<file path="config.mk">
export PLATFORM = sky130hd
export DESIGN_NAME = pwesr_regs
export DESIGN_NICKNAME = d
export VERILOG_FILES = /design/src/core/pwesr_pkg.sv /design/src/core/pwesr_pin_sync.sv /design/src/core/pwesr_regs.sv
export SDC_FILE = /design/constraint.sdc
export NUM_CORES = 1
export LEC_CHECK = 0
export ABC_AREA = 1
export BUFFER_PORTS_ARGS = -buffer_cell sky130_fd_sc_hd__buf_2
export CAP_MARGIN = 30
export CORE_UTILIZATION = 30
export CTS_BUF_LIST = sky130_fd_sc_hd__clkbuf_4
export CTS_CLUSTER_DIAMETER = 200
export CTS_CLUSTER_SIZE = 20
export DETAILED_ROUTE_END_ITERATION = 16
export PLACE_DENSITY_LB_ADDON = 0.12
export SYNTH_ARGS = -nofsm -noshare
export SYNTH_HDL_FRONTEND = slang
export SYNTH_SLANG_ARGS = --single-unit
</file>
<file path="constraint.sdc">
create_clock -name pclk -period 2.3 [get_ports pclk]
set_clock_uncertainty 0.15 [all_clocks]
set_input_delay 0.46 -clock pclk [delete_from_list [all_inputs] [get_ports pclk]]
set_output_delay 0.46 -clock pclk [all_outputs]
set_load 0.1 [all_outputs]
</file>
<file path="src/core/pwesr_pkg.sv">
// Constants and carrier types for the per-port wake and stream tag registers.
// Assumes a 32-bit APB slave where register index = byte address / 4.
package pwesr_pkg;

    // Ports and address layout (index = {port[3:0], offset[11:0]})
    localparam int        N_PORTS  = 3;
    localparam int        ADDR_W   = 18;
    localparam int        EVT_W    = 3;
    localparam int        IRQ_W    = N_PORTS * EVT_W;
    localparam logic [3:0] PORT_MIN = 4'h1;
    localparam logic [3:0] PORT_MAX = 4'h3;
    localparam logic [3:0] PORT_GLB = 4'h0;

    // Per-port register indices
    localparam logic [11:0] OFF_C1_HI = 12'h004;
    localparam logic [11:0] OFF_C1_LO = 12'h005;
    localparam logic [11:0] OFF_C2_HI = 12'h006;
    localparam logic [11:0] OFF_C2_LO = 12'h007;
    localparam logic [11:0] OFF_TYPE1 = 12'h008;
    localparam logic [11:0] OFF_TYPE2 = 12'h00a;
    localparam logic [11:0] OFF_WFLAG = 12'h013;
    localparam logic [11:0] OFF_WEN   = 12'h017;
    // Global interrupt registers, port field zero
    localparam logic [11:0] OFF_IRQ_STAT = 12'h010;
    localparam logic [11:0] OFF_IRQ_MASK = 12'h011;

    // Wake event bit positions
    localparam int BIT_MAGIC  = 2;
    localparam int BIT_LINK   = 1;
    localparam int BIT_ENERGY = 0;
    localparam logic [EVT_W-1:0] EVT_ALL = 3'h7;
    localparam logic [EVT_W-1:0] EVT_MAC = 3'h4;

    // Reset values
    localparam logic [7:0]  RST_C1_HI = 8'h60;
    localparam logic [7:0]  RST_C1_LO = 8'h02;
    localparam logic [7:0]  RST_C2_HI = 8'h40;
    localparam logic [7:0]  RST_C2_LO = 8'h03;
    localparam logic [15:0] RST_TYPE  = 16'h88b5;
    localparam logic [EVT_W-1:0] RST_WAKE = 3'h0;
    localparam logic [IRQ_W-1:0] RST_IRQ  = 9'h000;

    // Stream class tag: priority, canonical-format bit, VLAN id
    typedef struct packed {
        logic [2:0]  prio;
        logic        cfi;
        logic [11:0] vid;
    } pwesr_tag_s;

    // Magic packet report from the receive path
    typedef struct packed {
        logic        stb;
        logic [47:0] da;
    } pwesr_magic_s;

endpackage : pwesr_pkg

</file>
<file path="src/core/pwesr_pin_sync.sv">
// Three-stage synchroniser with agreement filter and rising-edge pulse.
// Assumes asynchronous level inputs; pulses last until the next pclk edge with ce high.
`timescale 1ns/1ns
module pwesr_pin_sync #(
    parameter int W = 2
) (
    // Clock and reset
    input  wire logic         pclk,
    input  wire logic         presetn,
    input  wire logic         ce,
    // Levels in, pulses out
    input  wire logic [W-1:0] pin_in,
    output logic      [W-1:0] rise_out
);

    if (W < 1) begin : g_chk
        $error("pwesr_pin_sync: W must be at least 1");
    end

    logic [W-1:0] s1_ff;
    logic [W-1:0] s2_ff;
    logic [W-1:0] s3_ff;
    logic [W-1:0] lvl_ff;
    logic [W-1:0] agree;
    logic [W-1:0] nxt_lvl;

    // A change counts only when stages two and three agree
    assign agree    = ~(s2_ff ^ s3_ff);
    assign nxt_lvl  = (agree & s3_ff) | (~agree & lvl_ff);
    assign rise_out = nxt_lvl & ~lvl_ff;

    always_ff @(posedge pclk or negedge presetn) begin
        if (!presetn) begin
            s1_ff  <= '0;
            s2_ff  <= '0;
            s3_ff  <= '0;
            lvl_ff <= '0;
        end else if (ce) begin
            s1_ff  <= pin_in;
            s2_ff  <= s1_ff;
            s3_ff  <= s2_ff;
            lvl_ff <= nxt_lvl;
        end
    end

endmodule : pwesr_pin_sync

</file>
<file path="src/core/pwesr_regs.sv">
// Per-port stream tag and type registers with wake-on-LAN flags, APB slave.
// Assumes magic packet reports and switch MAC on pclk; PHY pins asynchronous.
// What this block does
// RULE1: Each port has a writable class-2 tag high byte (priority, CFI, VID high) reset 0x40.
// RULE2: Each port has a writable class-2 tag low byte with VID bits 7..0, reset 0x03.
// RULE3: Each port has a writable class-1 tag low byte with VID bits 7..0, reset 0x02.
// RULE4: Each port has a 16-bit read/write class-1 layer type, reset 0x88b5.
// RULE5: Each port has a separate 16-bit read/write class-2 layer type, reset 0x88b5.
// RULE6: Flag bit 2 sets only on a magic packet whose destination equals the switch MAC.
// RULE7: Flag bit 1 sets on link up, on PHY ports only.
// RULE8: Flag bit 0 sets on cable energy, on PHY ports only.
// RULE9: With enable bit 2 set, a magic packet detection drives the wake pin.
// RULE10: With enable bit 1 set, a link-up detection on a PHY port drives the wake pin.
// RULE11: With enable bit 0 set, an energy detection on a PHY port drives the wake pin.
// RULE12: Each port has a writable class-1 tag high byte (priority, CFI, VID high) reset 0x60.
// RULE13: Detect flags stay set until a one is written to them; a zero leaves them.
// RULE14: The wake pin is the OR over ports of flags gated by enables, held while any is set.
`timescale 1ns/1ns
module pwesr_regs
    import pwesr_pkg::*;
#(
    parameter int                  NPORT     = N_PORTS,
    parameter logic [N_PORTS-1:0]  PHY_PORTS = 3'b011
) (
    // Clock, reset and freeze
    input  wire logic                    pclk,
    input  wire logic                    presetn,
    input  wire logic                    ce,
    // APB slave
    input  wire logic                    psel,
    input  wire logic                    penable,
    input  wire logic                    pwrite,
    input  wire logic [ADDR_W-1:0]       paddr,
    input  wire logic [31:0]             pwdata,
    output logic      [31:0]             prdata,
    output logic                         pready,
    output logic                         pslverr,
    // Port event sources
    input  wire pwesr_magic_s [N_PORTS-1:0] magic_rx,
    input  wire logic [47:0]             switch_mac,
    input  wire logic [N_PORTS-1:0]      link_up_pin,
    input  wire logic [N_PORTS-1:0]      energy_pin,
    // Wake and interrupt
    output logic                         wake_event_pin,
    output logic                         irq
);

    if (NPORT != N_PORTS || NPORT > int'(PORT_MAX)) begin : g_chk
        $error("pwesr_regs: NPORT must equal N_PORTS and fit the port field");
    end

    function automatic logic [1:0] slot_of(input logic [3:0] n);
        slot_of = 2'(n - PORT_MIN);
    endfunction : slot_of

    function automatic logic port_off_ok(input logic [11:0] o);
        port_off_ok = (o == OFF_C1_HI) || (o == OFF_C1_LO) || (o == OFF_C2_HI)
                   || (o == OFF_C2_LO) || (o == OFF_TYPE1) || (o == OFF_TYPE2)
                   || (o == OFF_WFLAG) || (o == OFF_WEN);
    endfunction : port_off_ok

    // Register state
    pwesr_tag_s                    c1_ff   [NPORT];
    pwesr_tag_s                    c2_ff   [NPORT];
    logic       [15:0]             t1_ff   [NPORT];
    logic       [15:0]             t2_ff   [NPORT];
    logic [NPORT-1:0][EVT_W-1:0]   flag_ff;
    logic [NPORT-1:0][EVT_W-1:0]   en_ff;
    logic [IRQ_W-1:0]              stat_ff;
    logic [IRQ_W-1:0]              mask_ff;
    logic [31:0]                   prdata_ff;
    logic                          pready_ff;
    logic                          pslverr_ff;
    logic                          wake_ff;
    logic                          irq_ff;

    // Next values
    pwesr_tag_s                    nxt_c1  [NPORT];
    pwesr_tag_s                    nxt_c2  [NPORT];
    logic       [15:0]             nxt_t1  [NPORT];
    logic       [15:0]             nxt_t2  [NPORT];
    logic [NPORT-1:0][EVT_W-1:0]   nxt_flag;
    logic [NPORT-1:0][EVT_W-1:0]   nxt_en;
    logic [NPORT-1:0][EVT_W-1:0]   evt_set;
    logic [IRQ_W-1:0]              nxt_stat;
    logic [31:0]                   port_rd [NPORT];

    // Address decode
    logic [15:0]      idx;
    logic [3:0]       pnum;
    logic [11:0]      offs;
    logic [1:0]       slot;
    logic             port_ok;
    logic             glob_ok;
    logic             map_ok;
    logic             req_go;
    logic             acc_done;
    logic             wr_go;
    logic [31:0]      rd_word;
    logic [NPORT-1:0] lnk_rise;
    logic [NPORT-1:0] nrg_rise;
    logic [NPORT-1:0] mag_hit;
    logic             any_wake;

    assign idx      = paddr[ADDR_W-1:2];
    assign pnum     = idx[15:12];
    assign offs     = idx[11:0];
    assign slot     = slot_of(pnum);
    assign port_ok  = (pnum >= PORT_MIN) && (pnum <= PORT_MAX);
    assign glob_ok  = (pnum == PORT_GLB)
                   && ((offs == OFF_IRQ_STAT) || (offs == OFF_IRQ_MASK));
    assign map_ok   = (port_ok && port_off_ok(offs)) || glob_ok;
    // One wait state: pready rises in the second access cycle
    assign req_go   = psel && penable && !pready_ff;
    assign acc_done = psel && penable && pready_ff;
    assign wr_go    = acc_done && pwrite && map_ok;

    pwesr_pin_sync #(
        .W (2 * NPORT)
    ) u_sync (
        .pclk     (pclk),
        .presetn  (presetn),
        .ce       (ce),
        .pin_in   ({energy_pin, link_up_pin}),
        .rise_out ({nrg_rise, lnk_rise})
    );

    for (genvar g = 0; g < NPORT; g++) begin : g_port
        logic             sel;
        logic [EVT_W-1:0] avail;
        logic [EVT_W-1:0] clr;

        assign sel   = wr_go && port_ok && (slot == 2'(g));
        // MAC-only port has no link or energy detect
        assign avail = PHY_PORTS[g] ? EVT_ALL : EVT_MAC;
        assign mag_hit[g] = magic_rx[g].stb && (magic_rx[g].da == switch_mac); // [RULE6]
        assign evt_set[g] = {mag_hit[g], lnk_rise[g], nrg_rise[g]} & avail; // [RULE7] [RULE8]
        assign clr   = (sel && offs == OFF_WFLAG) ? pwdata[EVT_W-1:0] : RST_WAKE;
        // Set wins over a clear in the same cycle
        assign nxt_flag[g] = (flag_ff[g] & ~clr) | evt_set[g]; // [RULE13]
        assign nxt_en[g]   = (sel && offs == OFF_WEN) ? (pwdata[EVT_W-1:0] & avail)
                                                      : en_ff[g];
        assign nxt_c1[g] = (sel && offs == OFF_C1_HI) ? {pwdata[7:0], c1_ff[g][7:0]} // [RULE12]
                         : (sel && offs == OFF_C1_LO) ? {c1_ff[g][15:8], pwdata[7:0]} // [RULE3]
                         : c1_ff[g];
        assign nxt_c2[g] = (sel && offs == OFF_C2_HI) ? {pwdata[7:0], c2_ff[g][7:0]} // [RULE1]
                         : (sel && offs == OFF_C2_LO) ? {c2_ff[g][15:8], pwdata[7:0]} // [RULE2]
                         : c2_ff[g];
        assign nxt_t1[g] = (sel && offs == OFF_TYPE1) ? pwdata[15:0] : t1_ff[g]; // [RULE4]
        assign nxt_t2[g] = (sel && offs == OFF_TYPE2) ? pwdata[15:0] : t2_ff[g]; // [RULE5]
        assign port_rd[g] = (offs == OFF_C1_HI) ? 32'(c1_ff[g][15:8])
                          : (offs == OFF_C1_LO) ? 32'(c1_ff[g][7:0])
                          : (offs == OFF_C2_HI) ? 32'(c2_ff[g][15:8])
                          : (offs == OFF_C2_LO) ? 32'(c2_ff[g][7:0])
                          : (offs == OFF_TYPE1) ? 32'(t1_ff[g])
                          : (offs == OFF_TYPE2) ? 32'(t2_ff[g])
                          : (offs == OFF_WFLAG) ? 32'(flag_ff[g])
                          : (offs == OFF_WEN)   ? 32'(en_ff[g])
                          : 32'h0000_0000;
    end

    assign any_wake = |(flag_ff & en_ff); // [RULE9] [RULE10] [RULE11] [RULE14]
    assign nxt_stat = (stat_ff & ~((wr_go && glob_ok && offs == OFF_IRQ_STAT)
                                   ? pwdata[IRQ_W-1:0] : RST_IRQ)) | evt_set;
    assign rd_word  = !map_ok                 ? 32'h0000_0000
                    : port_ok                 ? port_rd[slot]
                    : (offs == OFF_IRQ_STAT)  ? 32'(stat_ff)
                    : 32'(mask_ff);

    always_ff @(posedge pclk or negedge presetn) begin
        if (!presetn) begin
            for (int i = 0; i < NPORT; i++) begin
                c1_ff[i] <= pwesr_tag_s'({RST_C1_HI, RST_C1_LO});
                c2_ff[i] <= pwesr_tag_s'({RST_C2_HI, RST_C2_LO});
                t1_ff[i] <= RST_TYPE;
                t2_ff[i] <= RST_TYPE;
            end
            flag_ff <= '0;
            en_ff   <= '0;
        end else if (ce) begin
            for (int i = 0; i < NPORT; i++) begin
                c1_ff[i] <= nxt_c1[i];
                c2_ff[i] <= nxt_c2[i];
                t1_ff[i] <= nxt_t1[i];
                t2_ff[i] <= nxt_t2[i];
            end
            flag_ff <= nxt_flag;
            en_ff   <= nxt_en;
        end
    end

    always_ff @(posedge pclk or negedge presetn) begin
        if (!presetn) begin
            stat_ff    <= RST_IRQ;
            mask_ff    <= RST_IRQ;
            prdata_ff  <= 32'h0000_0000;
            pready_ff  <= 1'b0;
            pslverr_ff <= 1'b0;
            wake_ff    <= 1'b0;
            irq_ff     <= 1'b0;
        end else if (ce) begin
            stat_ff    <= nxt_stat;
            mask_ff    <= (wr_go && glob_ok && offs == OFF_IRQ_MASK) ? pwdata[IRQ_W-1:0]
                                                                     : mask_ff;
            prdata_ff  <= (req_go && !pwrite) ? rd_word : prdata_ff;
            pready_ff  <= req_go;
            pslverr_ff <= req_go && !map_ok;
            wake_ff    <= any_wake; // [RULE14]
            irq_ff     <= |(stat_ff & mask_ff);
        end
    end

    assign prdata         = prdata_ff;
    assign pready         = pready_ff;
    assign pslverr        = pslverr_ff;
    assign wake_event_pin = wake_ff;
    assign irq            = irq_ff;

    for (genvar g = 0; g < NPORT; g++) begin : g_chk_port

    end
endmodule : pwesr_regs

</file>
==> metrics.md <==
| Metric | Value |
|---|---|
| Startpoint type of the worst setup path | flip-flop |
| Leakage power | 9.08 nW |
| Number of buffers created by CTS | 17 |
| Die Span Y | 224 um |
| Clock-pin slew on the worst setup and hold paths | 0.23 ns |
| FFs w/ async S/R, synth | 1.00 |
| Max-Cap Viols | 0 |
| M1 GR Usage | 0.292 |
| Met3 usage | 0.0307 |
| Pins over their slew limit | 0 |
| Largest net degree at the start of global routing | 51 |
| Overall Power | 8.26 mW |
| Final ANT Viol Nets | 0 |
| RSZ-0062 raised after global routing | false |
| Die Area | 50400 sq um |
| FILL cells | 5270 |
| Final nets | 2591 |
| Post-DP HPWL | 45.5 mm |
| Yosys cell types | 56 |
| Design area | 18800 sq um |
| Slew headroom | 0.649 |
| Crit-path max cell delay | 0.43 ns |
| # setup viols final | 0 |
| DR vias/cell | 4.83 |
| FF-to-FF setup slack | 0.31 ns |
| Reg2reg path depth | 9 |
| Worst VDD drop | 0.247 mV |
| Top cells by area, synth | dfrtp_1 34%, nand2_1 15%, dfstp_2 11% |
| Clk sinks | 262 |
| YS warnings | 0 |
| Worst path required time | 1.69 ns |
| CP arrival | 1.60 ns |
| Drt wl/cell | 19.2 um |
| Initial antenna violation count | 6 |
| Tcrit/Tclk final | 0.963 |
| Vias in the first global route | 14600 |
| Synth Register Bits | 262 |
| Final hold vios | 0 |
| Reg2reg end | t2_ff[46] |
| Sequential Area | 6630 sq um |
| Number of cell rows | 81 |
| Initial Util | 0.304 |
| Most common flop cell mapped by yosys | dfrtp_1 |
| Status | completed |
| Hold_ws | 0.0327 ns |
| EDFF count, synth | 0 |
| Setup_tns | 0 ns |
| Area of the multi-input gates | 7300 sq um |
| Met2 Track Usage GR | 0.401 |
| Sequential area share after synthesis | 0.447 |
| First-pass GRT wire length | 88.0 mm |
| Fmax | 452 MHz |
| Yosys top cell area share | 0.341 |
| Syn Area/Cell | 7.75 sq um |
| Via count | 14500 |
| Root Buffer | clkbuf_4 |
| Largest delay share family, worst path | buffers and inverters |
| CTS max path bufs | 3 |
| CP Class | reg2out |
| Mapped Cells | 1916 |
| Crit path buffers/inverters | 1 |
| Post-CTS Setup Inserts | 0 |
| H-tree Lvls | 1 |
| Cell area after placement | 18200 sq um |
| GP Congestion | 0.954 |
| Synth area leader | dfrtp_1 |
| Core area | 48800 sq um |
| Post-Syn Area | 14800 sq um |
| Worst Path Max Fanout | 3 |
| GRT Total Usage | 0.231 |
| Min-delay worst type | in2async |
| Die Wd | 224 um |
| TritonRoute pass-1 iters | 6 |
| DRC viols | 0 |
| GRT busiest layer | met2 |
| Reg-to-reg startpoint | pready |
| Setup crit end kind | output port |
| # port buffers | 256 |
| CP max-delay cell | buf_2 |
| Clk_lat worst skew | 0.75 ns |
| CP Cell Sequence | buf_2 |
| Tmin final | 2.21 ns |
| Synth-to-layout area growth | 26.6% |
| CTS tree | yes |
| Ports | 293 |
| Ratio of cells with drive above 1 in the final layout | 0.269 |
| Final WL | 57.8 mm |
| Iter 0 DRT Violations | 1081 |
| Power Density | 440 nW/um^2 |
| Worst Tran Pin Value | 0.522 ns |
| Total grt overflow | 0 |
repair_timing:
| action | CTS | global route |
|---|---|---|
| hold buffers | 37 | 0 |
| setup endpoints to repair | 3 | 8 |
| pin swaps | 0 | 2 |
| hold endpoints to repair | 311 | 0 |
| gates resized for setup | 3 | 6 |
cells in the mapped netlist, types with 9 or more instances:
cell / n
nand2_1: 598
dfrtp_1: 202
o21ai_0: 165
o21ai_1: 121
inv_1: 118
nor2_1: 115
nand3_1: 110
dfstp_2: 60
xor2_1: 44
clkbuf_1: 41
a21oi_1: 29
nand4_1: 27
nor3_1: 25
xnor2_1: 25
or2_2: 22
buf_4: 21
o21ai_2: 16
buf_2: 13
buf_6: 13
o2111ai_1: 13
inv_2: 12
a211o_1: 11
a31oi_1: 11
nand2_4: 9
nor4_1: 9
sequential cells by signal, indices dropped and copies added (netlist names), 7 cells and up:
name / cells
c1_ff: 48
c2_ff: 48
t1_ff: 48
t2_ff: 48
prdata: 16
flag_ff: 9
mask_ff: 9
stat_ff: 9
en_ff: 7
power breakdown:
| part | switching (mW) | internal [mW] |
|---|---|---|
| Sequential | 0.0582 | 4.69 |
| Combinational | 0.895 | 0.495 |
| Clock | 1.56 | 0.571 |
| Total | 2.51 | 5.75 |
through the flow:
| stage | utilization | instances | setup WS, ns |
|---|---|---|---|
| global route | 0.385 | 3008 | 0.00430 |
| floorplan | - | 1931 | -0.381 |
| detailed placement | 0.372 | 2939 | -0.749 |
| global placement | 0.372 | 2939 | -0.688 |
| CTS | 0.384 | 3006 | 0.00307 |
| finish | 0.385 | 3008 | 0.0856 |
routing by layer:
layer  up-vias  wire, um
li1       7109         -
met1      6894     24500
met2       447     28300
met3        70      3020
met4         2      1970
met5         -        13
cells by family (layout without fill, tap and decap cells):
| group | after synthesis | after routing | share of synthesized area |
|---|---|---|---|
| AND/OR/NAND/NOR | 945 | 945 | 0.279 |
| buffers and inverters | 228 | 636 | 0.0713 |
| multiplexers | 8 | 8 | 0.00540 |
| AO/OA/AOI/OAI | 397 | 397 | 0.152 |
| other | 1 | 21 | 0.000253 |
| flip-flops | 262 | 262 | 0.447 |
| adder cells (fa/ha/maj) | 6 | 6 | 0.00506 |
| XOR/XNOR | 69 | 69 | 0.0407 |
worst max-delay path by stage:
stage | start | endpoint | slack [ns] | cells after the start
after global routing | pready | pready | 0.004 | 1
after detailed placement | paddr[13] | prdata[4] | -0.75 | 15
after CTS | irq | irq | 0.003 | 1
after floorplan | paddr[14] | c2_ff[22] | -0.38 | 13
final | pready | pready | 0.09 | 1
after global placement | paddr[13] | prdata[4] | -0.69 | 15
layout by cell type (no fill, tap or decap), types with 25 or more instances in the layout:
cell	n
nand3_1	110
o21ai_1	160
nand2_1	592
nor2_1	113
nand4_1	27
clkbuf_4	31
buf_4	165
a21oi_1	29
dfstp_2	60
buf_2	249
o21ai_0	126
xnor2_1	25
xor2_1	44
inv_1	118
dlygate4sd3_1	34
dfrtp_1	201
layout make-up:
class,count,area share
multi-input cells,1441,0.388
flip-flops and latches,262,0.353
repair buffers,471,0.173
well taps,664,0.0442
inverters,135,0.0284
clock buffers,28,0.0112
clock inverters,2,0.00127
diodes,5,0.000666
No activity file was read; power rests on OpenSTA's default activity.
